==> src/hw/sste_defs.vh <==
/*
 * Constants for the shift/subtract/test execution block: opcodes, flag
 * positions, register offsets and the AHB-Lite register map.
 * Assumes an AHB-Lite master with single word transfers only.
 */
`ifndef SSTE_DEFS_VH
`define SSTE_DEFS_VH

`define SSTE_OP_NONE 3'h0
`define SSTE_OP_ASR 3'h1
`define SSTE_OP_PTR 3'h2
`define SSTE_OP_STOP 3'h3
`define SSTE_OP_SUB 3'h4
`define SSTE_OP_SWAP 3'h5
`define SSTE_OP_TCM 3'h6

`define SSTE_FL_C 7
`define SSTE_FL_Z 6
`define SSTE_FL_S 5
`define SSTE_FL_V 4
`define SSTE_FL_D 3
`define SSTE_FL_H 2

`define SSTE_SEL_LOW 2'h2
`define SSTE_SEL_HIGH 2'h1
`define SSTE_SEL_BOTH 2'h0

`define SSTE_PTR_LOW_FILE 8'hD6
`define SSTE_PTR_HIGH_FILE 8'hD7

`define SSTE_ADDR_CTRL 10'h000
`define SSTE_ADDR_STAT 10'h004
`define SSTE_ADDR_DST 10'h008
`define SSTE_ADDR_SRC 10'h00C
`define SSTE_ADDR_FLAGS 10'h010
`define SSTE_ADDR_RESULT 10'h014
// Pointer indices; their bus byte address is four times the index
`define SSTE_ADDR_PTR_LOW 8'hD6
`define SSTE_ADDR_PTR_HIGH 8'hD7
`define SSTE_ADDR_PTR_LOW_W 10'h358
`define SSTE_ADDR_PTR_HIGH_W 10'h35C

`define SSTE_HTRANS_NONSEQ 2'h2
`define SSTE_CTRL_GO 3
`define SSTE_CTRL_WAKE 4
`define SSTE_ZERO8 8'h00
`define SSTE_ZERO10 10'h000
`define SSTE_ZERO32 32'h00000000

`endif

==> src/hw/sste_alu.v <==
/*
 * Combinational result and flag logic for the four operations ASR, SUB, SWAP and TCM.
 * Assumes operands are stable while op is presented.
 */
`include "sste_defs.vh"

module sste_alu (
    input wire [2:0] op,
    input wire [7:0] dst,
    input wire [7:0] src,
    input wire [7:0] flags_in,
    output reg [7:0] result,
    output reg [7:0] flags_out,
    output reg write_dst
);
    reg [8:0] diff;
    reg [4:0] low_diff;

    always @* begin
        diff = {1'b0, dst} - {1'b0, src};
        low_diff = {1'b0, dst[3:0]} - {1'b0, src[3:0]};
        result = dst;
        flags_out = flags_in;
        write_dst = 1'b0;
        case (op)
            `SSTE_OP_ASR: begin
                result = {dst[7], dst[7:1]};
                write_dst = 1'b1;
                flags_out[`SSTE_FL_C] = dst[0];
                flags_out[`SSTE_FL_Z] = ({dst[7], dst[7:1]} == `SSTE_ZERO8);
                flags_out[`SSTE_FL_S] = dst[7];
                flags_out[`SSTE_FL_V] = 1'b0;
            end
            `SSTE_OP_SUB: begin
                result = diff[7:0];
                write_dst = 1'b1;
                flags_out[`SSTE_FL_C] = diff[8];
                flags_out[`SSTE_FL_Z] = (diff[7:0] == `SSTE_ZERO8);
                flags_out[`SSTE_FL_S] = diff[7];
                flags_out[`SSTE_FL_V] = (dst[7] ^ src[7]) & (diff[7] == src[7]);
                flags_out[`SSTE_FL_D] = 1'b1;
                flags_out[`SSTE_FL_H] = low_diff[4];
            end
            `SSTE_OP_SWAP: begin
                result = {dst[3:0], dst[7:4]};
                write_dst = 1'b1;
            end
            `SSTE_OP_TCM: begin
                result = ~dst & src;
                flags_out[`SSTE_FL_Z] = ((~dst & src) == `SSTE_ZERO8);
                flags_out[`SSTE_FL_S] = ~dst[7] & src[7];
                flags_out[`SSTE_FL_V] = 1'b0;
            end
            default: begin
                result = dst;
            end
        endcase
    end
endmodule

==> src/hw/sste_exec.v <==
/*
 * Execution unit: AHB-Lite register file, operation launch, pointer load
 * and stop-mode control. Assumes a single AHB-Lite master, word transfers.
 */
`include "sste_defs.vh"

module sste_exec (
    input wire clk,
    input wire rst_n,
    input wire hsel,
    input wire [31:0] haddr,
    input wire [1:0] htrans,
    input wire hwrite,
    input wire [2:0] hsize,
    input wire [31:0] hwdata,
    input wire hready,
    output reg [31:0] hrdata,
    output wire hreadyout,
    output wire hresp,
    input wire ext_irq,
    output reg stop_mode,
    output wire cpu_clk_en,
    output wire sys_clk_en
);
    // ----------------------------------------
    // Register state
    // ----------------------------------------
    reg [7:0] dst_reg;
    reg [7:0] src_reg;
    reg [7:0] flags;
    reg [7:0] result_reg;
    reg [7:0] working_reg_pointer_low;
    reg [7:0] working_reg_pointer_high;
    reg [2:0] last_op;
    reg done;
    reg wr_pend;
    reg [9:0] wr_addr;
    reg [7:0] next_ptr_low;
    reg [7:0] next_ptr_high;
    wire [7:0] alu_result;
    wire [7:0] alu_flags;
    wire alu_write;
    wire go;
    wire [2:0] go_op;
    wire wake;

    assign hreadyout = 1'b1;
    assign hresp = 1'b0;
    assign cpu_clk_en = ~stop_mode;
    assign sys_clk_en = ~stop_mode;
    assign go = wr_pend & (wr_addr == `SSTE_ADDR_CTRL) & hwdata[`SSTE_CTRL_GO];
    assign go_op = hwdata[2:0];
    assign wake = ext_irq |
        (wr_pend & (wr_addr == `SSTE_ADDR_CTRL) & hwdata[`SSTE_CTRL_WAKE]);

    sste_alu sste_alu_i (
        .op(go_op),
        .dst(dst_reg),
        .src(src_reg),
        .flags_in(flags),
        .result(alu_result),
        .flags_out(alu_flags),
        .write_dst(alu_write)
    );

    // ----------------------------------------
    // Pointer load selection
    // ----------------------------------------
    always @* begin
        next_ptr_low = working_reg_pointer_low;
        next_ptr_high = working_reg_pointer_high;
        case (src_reg[1:0])
            `SSTE_SEL_LOW: begin
                next_ptr_low = {src_reg[7:3], working_reg_pointer_low[2:0]};
            end
            `SSTE_SEL_HIGH: begin
                next_ptr_high = {src_reg[7:3], working_reg_pointer_high[2:0]};
            end
            `SSTE_SEL_BOTH: begin
                next_ptr_low = {src_reg[7:4], 1'b0, working_reg_pointer_low[2:0]};
                next_ptr_high = {src_reg[7:4], 1'b1, working_reg_pointer_high[2:0]};
            end
            default: begin
                next_ptr_low = working_reg_pointer_low;
            end
        endcase
    end

    // ----------------------------------------
    // Bus write capture and execution
    // ----------------------------------------
    always @(posedge clk) begin
        if (!rst_n) begin
            wr_pend <= 1'b0;
            wr_addr <= `SSTE_ZERO10;
            dst_reg <= `SSTE_ZERO8;
            src_reg <= `SSTE_ZERO8;
            flags <= `SSTE_ZERO8;
            result_reg <= `SSTE_ZERO8;
            working_reg_pointer_low <= `SSTE_ZERO8;
            working_reg_pointer_high <= `SSTE_ZERO8;
            last_op <= `SSTE_OP_NONE;
            done <= 1'b0;
            stop_mode <= 1'b0;
        end else begin
            wr_pend <= hsel & hready & hwrite & htrans[1];
            wr_addr <= haddr[9:0];
            if (stop_mode) begin
                if (wake) begin
                    stop_mode <= 1'b0;
                end
            end else if (go) begin
                // Results commit in one edge
                last_op <= go_op;
                done <= 1'b1;
                result_reg <= alu_result;
                flags <= alu_flags;
                if (alu_write) begin
                    dst_reg <= alu_result;
                end
                if (go_op == `SSTE_OP_PTR) begin
                    working_reg_pointer_low <= next_ptr_low;
                    working_reg_pointer_high <= next_ptr_high;
                end
                if (go_op == `SSTE_OP_STOP) begin
                    stop_mode <= 1'b1;
                end
            end else if (wr_pend) begin
                case (wr_addr)
                    `SSTE_ADDR_DST: dst_reg <= hwdata[7:0];
                    `SSTE_ADDR_SRC: src_reg <= hwdata[7:0];
                    `SSTE_ADDR_FLAGS: flags <= hwdata[7:0];
                    `SSTE_ADDR_PTR_LOW_W: working_reg_pointer_low <= hwdata[7:0];
                    `SSTE_ADDR_PTR_HIGH_W: working_reg_pointer_high <= hwdata[7:0];
                    default: done <= done;
                endcase
            end
            // Stop mode freezes every register but stop_mode, wr_pend, wr_addr, rd_pend and rd_addr
        end
    end

    // ----------------------------------------
    // Read data
    // ----------------------------------------
    reg rd_pend;
    reg [9:0] rd_addr;
    always @(posedge clk) begin
        if (!rst_n) begin
            rd_pend <= 1'b0;
            rd_addr <= `SSTE_ZERO10;
        end else begin
            rd_pend <= hsel & hready & ~hwrite & htrans[1];
            rd_addr <= haddr[9:0];
        end
    end

    always @* begin
        hrdata = `SSTE_ZERO32;
        if (rd_pend) begin
            case (rd_addr)
                `SSTE_ADDR_CTRL: hrdata = {29'h0, last_op};
                `SSTE_ADDR_STAT: hrdata = {30'h0, done, stop_mode};
                `SSTE_ADDR_DST: hrdata = {24'h0, dst_reg};
                `SSTE_ADDR_SRC: hrdata = {24'h0, src_reg};
                `SSTE_ADDR_FLAGS: hrdata = {24'h0, flags};
                `SSTE_ADDR_RESULT: hrdata = {24'h0, result_reg};
                `SSTE_ADDR_PTR_LOW_W: hrdata = {24'h0, working_reg_pointer_low};
                `SSTE_ADDR_PTR_HIGH_W: hrdata = {24'h0, working_reg_pointer_high};
                default: hrdata = `SSTE_ZERO32;
            endcase
        end
    end
endmodule

==> config.mk <==
export PLATFORM = sky130hd
export DESIGN_NAME = sste_exec
export DESIGN_NICKNAME = d
export VERILOG_FILES = /design/src/hw/sste_alu.v /design/src/hw/sste_exec.v
export VERILOG_INCLUDE_DIRS = /design/src /design/src/hw
export SDC_FILE = /design/constraint.sdc
export NUM_CORES = 1
export LEC_CHECK = 0
export ABC_AREA = 1
export BUFFER_PORTS_ARGS = -buffer_cell sky130_fd_sc_hd__buf_2
export CORE_UTILIZATION = 45
export CTS_CLUSTER_SIZE = 14
export DETAILED_ROUTE_END_ITERATION = 12
export PLACE_DENSITY_LB_ADDON = 0.15
export SYNTH_ARGS = -nofsm -noshare
export SYNTH_HDL_FRONTEND = slang
export SYNTH_SLANG_ARGS = --single-unit
export TNS_END_PERCENT = 30
==> constraint.sdc <==
create_clock -name clk -period 3.2 [get_ports clk]
set_input_delay 0.32 -clock clk [delete_from_list [all_inputs] [get_ports clk]]
set_output_delay 0.32 -clock clk [all_outputs]
set_load 0.03 [all_outputs]
# Word level (Yosys, flattened, before mapping)
# Index checks and enable logic that the tools add are counted.
# word_totals
register_bits	65
elab_cells	110
latch_bits	0
n_memories	0
romBits	0
ramBits	0
inputBits	75
out_inout_bits	37
# op_classes
reduce_logical	22
n_shift	0
bitwise	18
muxes	28
n_mul	0
n_lt_le_gt_ge	0
div	0
addsub	2
n_eq_ne	23
# ops
operator	n
two-way mux 8 bit	16
case mux 8 bit (8 select lines)	1
case mux 8 bit (2 select lines)	2
case mux 8 bit (4 select lines)	1
AND reduction 4 bit	8
logical NOT 8 bit	3
== test 10 bit, second input constant	2
== test 10 x 4 -> 1 bit, second input constant	2
== test 10 x 5 -> 1 bit, second input constant	2
bitwise AND 1 bit	10
== test 10 x 3 -> 1 bit, second input constant	1
logical NOT 10 bit	1
AND reduction 5 bit	2
nonzero test 2 bit	5
== test 3 bit, second input constant	3
!= test 3 x 1 -> 1 bit, second input constant	3
case mux 3 bit (3 select lines)	1
subtractor 8 x 8 -> 9 bit	1
bitwise AND 8 bit	1
inverter 8 bit	1
== test 3 x 2 -> 1 bit, second input constant	2
two-way mux 1 bit	5
subtractor 4 x 4 -> 5 bit	1
!= test 2 x 1 -> 1 bit, second input constant	2
14 further kinds	17

# Depth between registers and ports, before layout
# depth
depth_word	6
ltp_mapped	14
ltp_nobuf	14

# Cells and area by module
# Synthesis repeated with hierarchy kept, for this count alone.
# unflattened
cells_unflattened	726
area_unflattened_um2	4554.4
# by_module_without_submodules
module	seq_area_each_um2	cells_each	n_inst	area_per_inst_um2
sste_exec	1301.2	538	1	3513.4
sste_alu	0.0	188	1	1041.0

# Least setup slack after synthesis
# Ideal clock, no wire load.
# synth_timing
path_type	register to output
start	register rd_addr[7]
end	output port hrdata[0]
slack_ps	1092
n_path_buf	0
required_time_ps	2880
stages_incl_launch_ff	9
arrival_time_ps	1788
path_cell_list	dfxtp_1 inv_1 nand2_2 nor2_1 and2_1 nor2_1 a31oi_1 inv_2 a21oi_1
# synth_between
elab_chain_cells	3
word_cells_on_any_way	10
cone_classes	7 x eq/ne; 2 x mux; 1 x reduce/logical
# synth_lines
element	line_no	source
start, declared	sste_exec.v:146	reg [9:0] rd_addr;
start signal, assigned	sste_exec.v:150	rd_addr <= `SSTE_ZERO10;
start signal, assigned	sste_exec.v:153	rd_addr <= haddr[9:0];
== test 10 bit, or another cell as far along	n/a	
case mux 8 bit (8 select lines) (*)	sste_exec.v:160	case (rd_addr)
two-way mux 8 bit (*)	sste_exec.v:159	if (rd_pend) begin
end, declared	sste_exec.v:17	output reg [31:0] hrdata,
# Every way passes the cells marked *; elsewhere a longest branch is shown, timed or not.

# Worst setup path after layout
# layout_timing
start	register rd_addr[7]
end	output port hrdata[3]
# Same word-level chain as after synthesis.

==> flow_metrics.py <==
metrics = {
    "status": {
        "status": "finished clean",
    },
    "global_route": {
        "antenna_found_initial": 0,
        "grt_usage": 0.2864,
        "grt_max_degree": 32,
        "grt_pass1_vias": 4215,
        "grt_first_pass_wirelength_um": 21870,
        "grt_overflow": 0,
    },
    "route": {
        "drtIter0Drc": 283,
        "highest_layer": "met4",
        "drc": 0,
        "via_count": 4484,
        "viasPerCell": 5.196,
        "routed-wl-met2_um": 6356,
        "dr.pass1.iters": 5,
        "m1WireLength_um": 6244,
        "wirelength_um": 13740,
        "wl_met3_um": 725,
        "ant_nets": 0,
        "avgRoutedWirePerCell_um": 15.92,
    },
    "critical_path": {
        "r2r-start": "rd_addr[2]",
        "required_ns": 2.88,
        "critPathCaptureType": "output port",
        "critical-path-max-stage-delay_ns": 0.43,
        "cpMostUsedCell": "nor2_1",
        "crit_type": "flip-flop to output port",
        "path_max_fanout": 6,
        "path_cells": "inv_1 -> nand2_2 -> nor2_1 -> and2_1 -> nor2_1 -> a31oi_1 -> inv_2 -> nor2_1 -> buf_2",
        "crit_buf_inv": 3,
        "critPathLaunchType": "flip-flop",
        "reg2reg_to": "stop_mode",
        "crit_arrival_ns": 2.52,
        "rr_worst_depth": 9,
        "critical_path.startpoint": "rd_addr[7]",
        "cp_top_family": "simple AND/OR/NAND/NOR gates",
        "slowest_stage": "a31oi_1",
        "r2r_setup_slack_ns": 0.91,
    },
    "yosys": {
        "ys_seq_area_frac": 0.2930,
        "synth-xor-area-share": 0.003944,
        "synth_top_family_by_area": "simple AND/OR/NAND/NOR gates",
        "ys_ff_latch": 65,
        "netlist_area_um2": 4442,
        "yosys_warnings": 0,
        "ys_async_sr_fraction": 0,
        "syn_inst": 699,
        "synth_compound_area_frac": 0.1563,
        "syn_area_per_cell_um2": 6.354,
        "ys_types": 42,
        "synthAdderAreaFrac": 0.04958,
        "synth_simple_gate_area_share": 0.3400,
        "muxShareOfSynthArea": 0,
        "synth_edf_count": 0,
        "ys.flop_type": "dfxtp_1",
    },
    "final_layout": {
        "largest_reg_flops": 10,
        "regArea_um2": 1301,
        "most-common-layout-cells": "164 x nand2_1, 99 x inv_1, 89 x nor2_1",
        "final_util": 0.5112,
        "n_fill_cell": 992,
        "layout.nets": 821,
        "fin_cells": 863,
        "final_common_cell": "nand2_1",
        "antenna_cells": 0,
        "top_register": "rd_addr",
        "drive_gt1_frac": 0.1131,
        "area_growth_pct": 8.366,
        "multiInputGateArea_um2": 2540,
    },
    "timing": {
        "setup_viol": 0,
        "hold_viol": 0,
        "max_freq_ghz": 0.3520,
        "fin_skew_ns": 0.008297,
        "period_minus_slack_ns": 2.841,
        "period_share": 0.8877,
        "rsz0062_at_grt": "false",
        "setup_slack_ns": 0.3595,
        "slew_headroom": 0.6411,
        "slew_viol_final": 0,
        "worstMarginPinSlew_ns": 0.5327,
        "tns_ns": 0,
    },
    "power_and_ir_drop": {
        "power_frac_clock": 0.445,
        "internal_power_mw": 1.300,
        "p_leak_nw": 2.255,
        "power_density_nw_per_um2": 378.0,
        "ir_worst_vdd_uv": 252.7,
        "p_sw_frac": 0.2857,
        "comb_power_share": 0.104,
        "p_switching_mw": 0.5199,
        "seqPwrFrac": 0.451,
    },
    "clock_network": {
        "clk_latency_ns": 0.36,
        "numCtsBuffers": 9,
        "cts_tree": "yes",
        "cts_resized": 0,
        "clock_sinks": 65,
        "cts_buffer_depth": 2,
        "clockRootBuffer": "clkbuf_8",
        "postCtsHoldBufs": 0,
        "clk_pin_slew_ns": 0.08,
        "cts_setup_buffers": 0,
        "h-tree-depth": 3,
    },
    "die": {
        "die_w_um": 101.4,
        "core-area_um2": 9415,
        "initial_core_util": 0.4718,
        "die_area_um2": 10270,
        "rows": 35,
        "pin_count": 112,
        "die_y_um": 101.4,
    },
    "placed_design": {
        "port_buffers": 35,
        "routabilityCongestion": 0.9107,
        "pre_cts_slack_ns": 0.8033,
        "post-dp-hpwl_um": 10590,
        "placedCellCount": 847,
    },
    "min_path": {
        "hp-start": "haddr[4]",
        "holdPathStages": 3,
        "holdPathEnd": "rd_addr[4]",
        "hold_class": "input pin to flip-flop",
    },
    "run": {
        "cap_violations": 0,
    },
}
-- tightest hold or removal path: stages --
cell and delay [ns]:
buf_2 0.07, nand2_1 0.04, inv_1 0.04
-- worst max path at each step --
stage	end	slack (ns)	cells after the start
2_1_floorplan	hrdata[0]	1.09	8
3_3_place_gp	hrdata[1]	0.72	8
3_5_place_dp	hrdata[3]	0.80	9
4_1_cts	hrdata[3]	0.40	9
5_1_grt	hrdata[1]	0.16	9
6_report	hrdata[3]	0.36	9
-- cells by family (layout without fill, tap and decap cells) --
logic type / count (synthesis) / count (layout)
AO/OA/AOI/OAI: 125 / 125
other: 2 / 26
AND/OR/NAND/NOR: 340 / 340
adder cells (fa/ha/maj): 17 / 17
XOR/XNOR: 2 / 2
buffers and inverters: 148 / 159
flip-flops: 65 / 65
-- per-stage QoR --
step / hold slack [ns] / total power [mW] / instance area, um2
after detailed placement: 0.4454 / 1.027 / 4594
after floorplan: 0.3990 / 0.9982 / 4532
after CTS: 0.1283 / 1.824 / 4813
after global routing: 0.1348 / 1.886 / 4813
after global placement: 0.4395 / 1.025 / 4594
final: 0.1376 / 1.820 / 4813
-- power groups by stage --
| stage | sequential [mW] | clock [mW] | combinational (mW) |
|---|---|---|---|
| 4_1_cts | 0.821 | 0.816 | 0.187 |
| 3_5_place_dp | 0.840 | 0 | 0.187 |
| 5_1_grt | 0.823 | 0.856 | 0.207 |
| 2_1_floorplan | 0.839 | 0 | 0.159 |
| 6_report | 0.821 | 0.809 | 0.189 |
| 3_3_place_gp | 0.840 | 0 | 0.185 |
-- synth_stat cells (all sizes together) (4+ instances only) --
library cell,number,area (um2)
nand2,173,671.9
inv,104,390.4
nor2,96,424.2
dfxtp,65,1301
o21ai,53,269.0
a21oi,49,271.5
nand3,49,267.8
buf,39,281.5
ha,16,200.2
o22ai,15,93.84
nor3,11,60.06
nand4,7,58.81
clkbuf,4,15.01
-- area by class of cell --
type	count	area share
multi-input combinational	510	0.5277
sequential	65	0.2703
inverter	105	0.08188
timing repair buffer	38	0.04107
tap	129	0.03353
clock buffer	10	0.02651
clock inverter	6	0.01898
-- metal layers --
layer / vias to the layer above / global-route usage
met1: 2084 / 0.3712
met4: 0 / 0.1070
met5: - / 0
met3: 31 / 0.05452
li1: 2228 / -
met2: 141 / 0.4731
(Power assumes the default switching activity.)
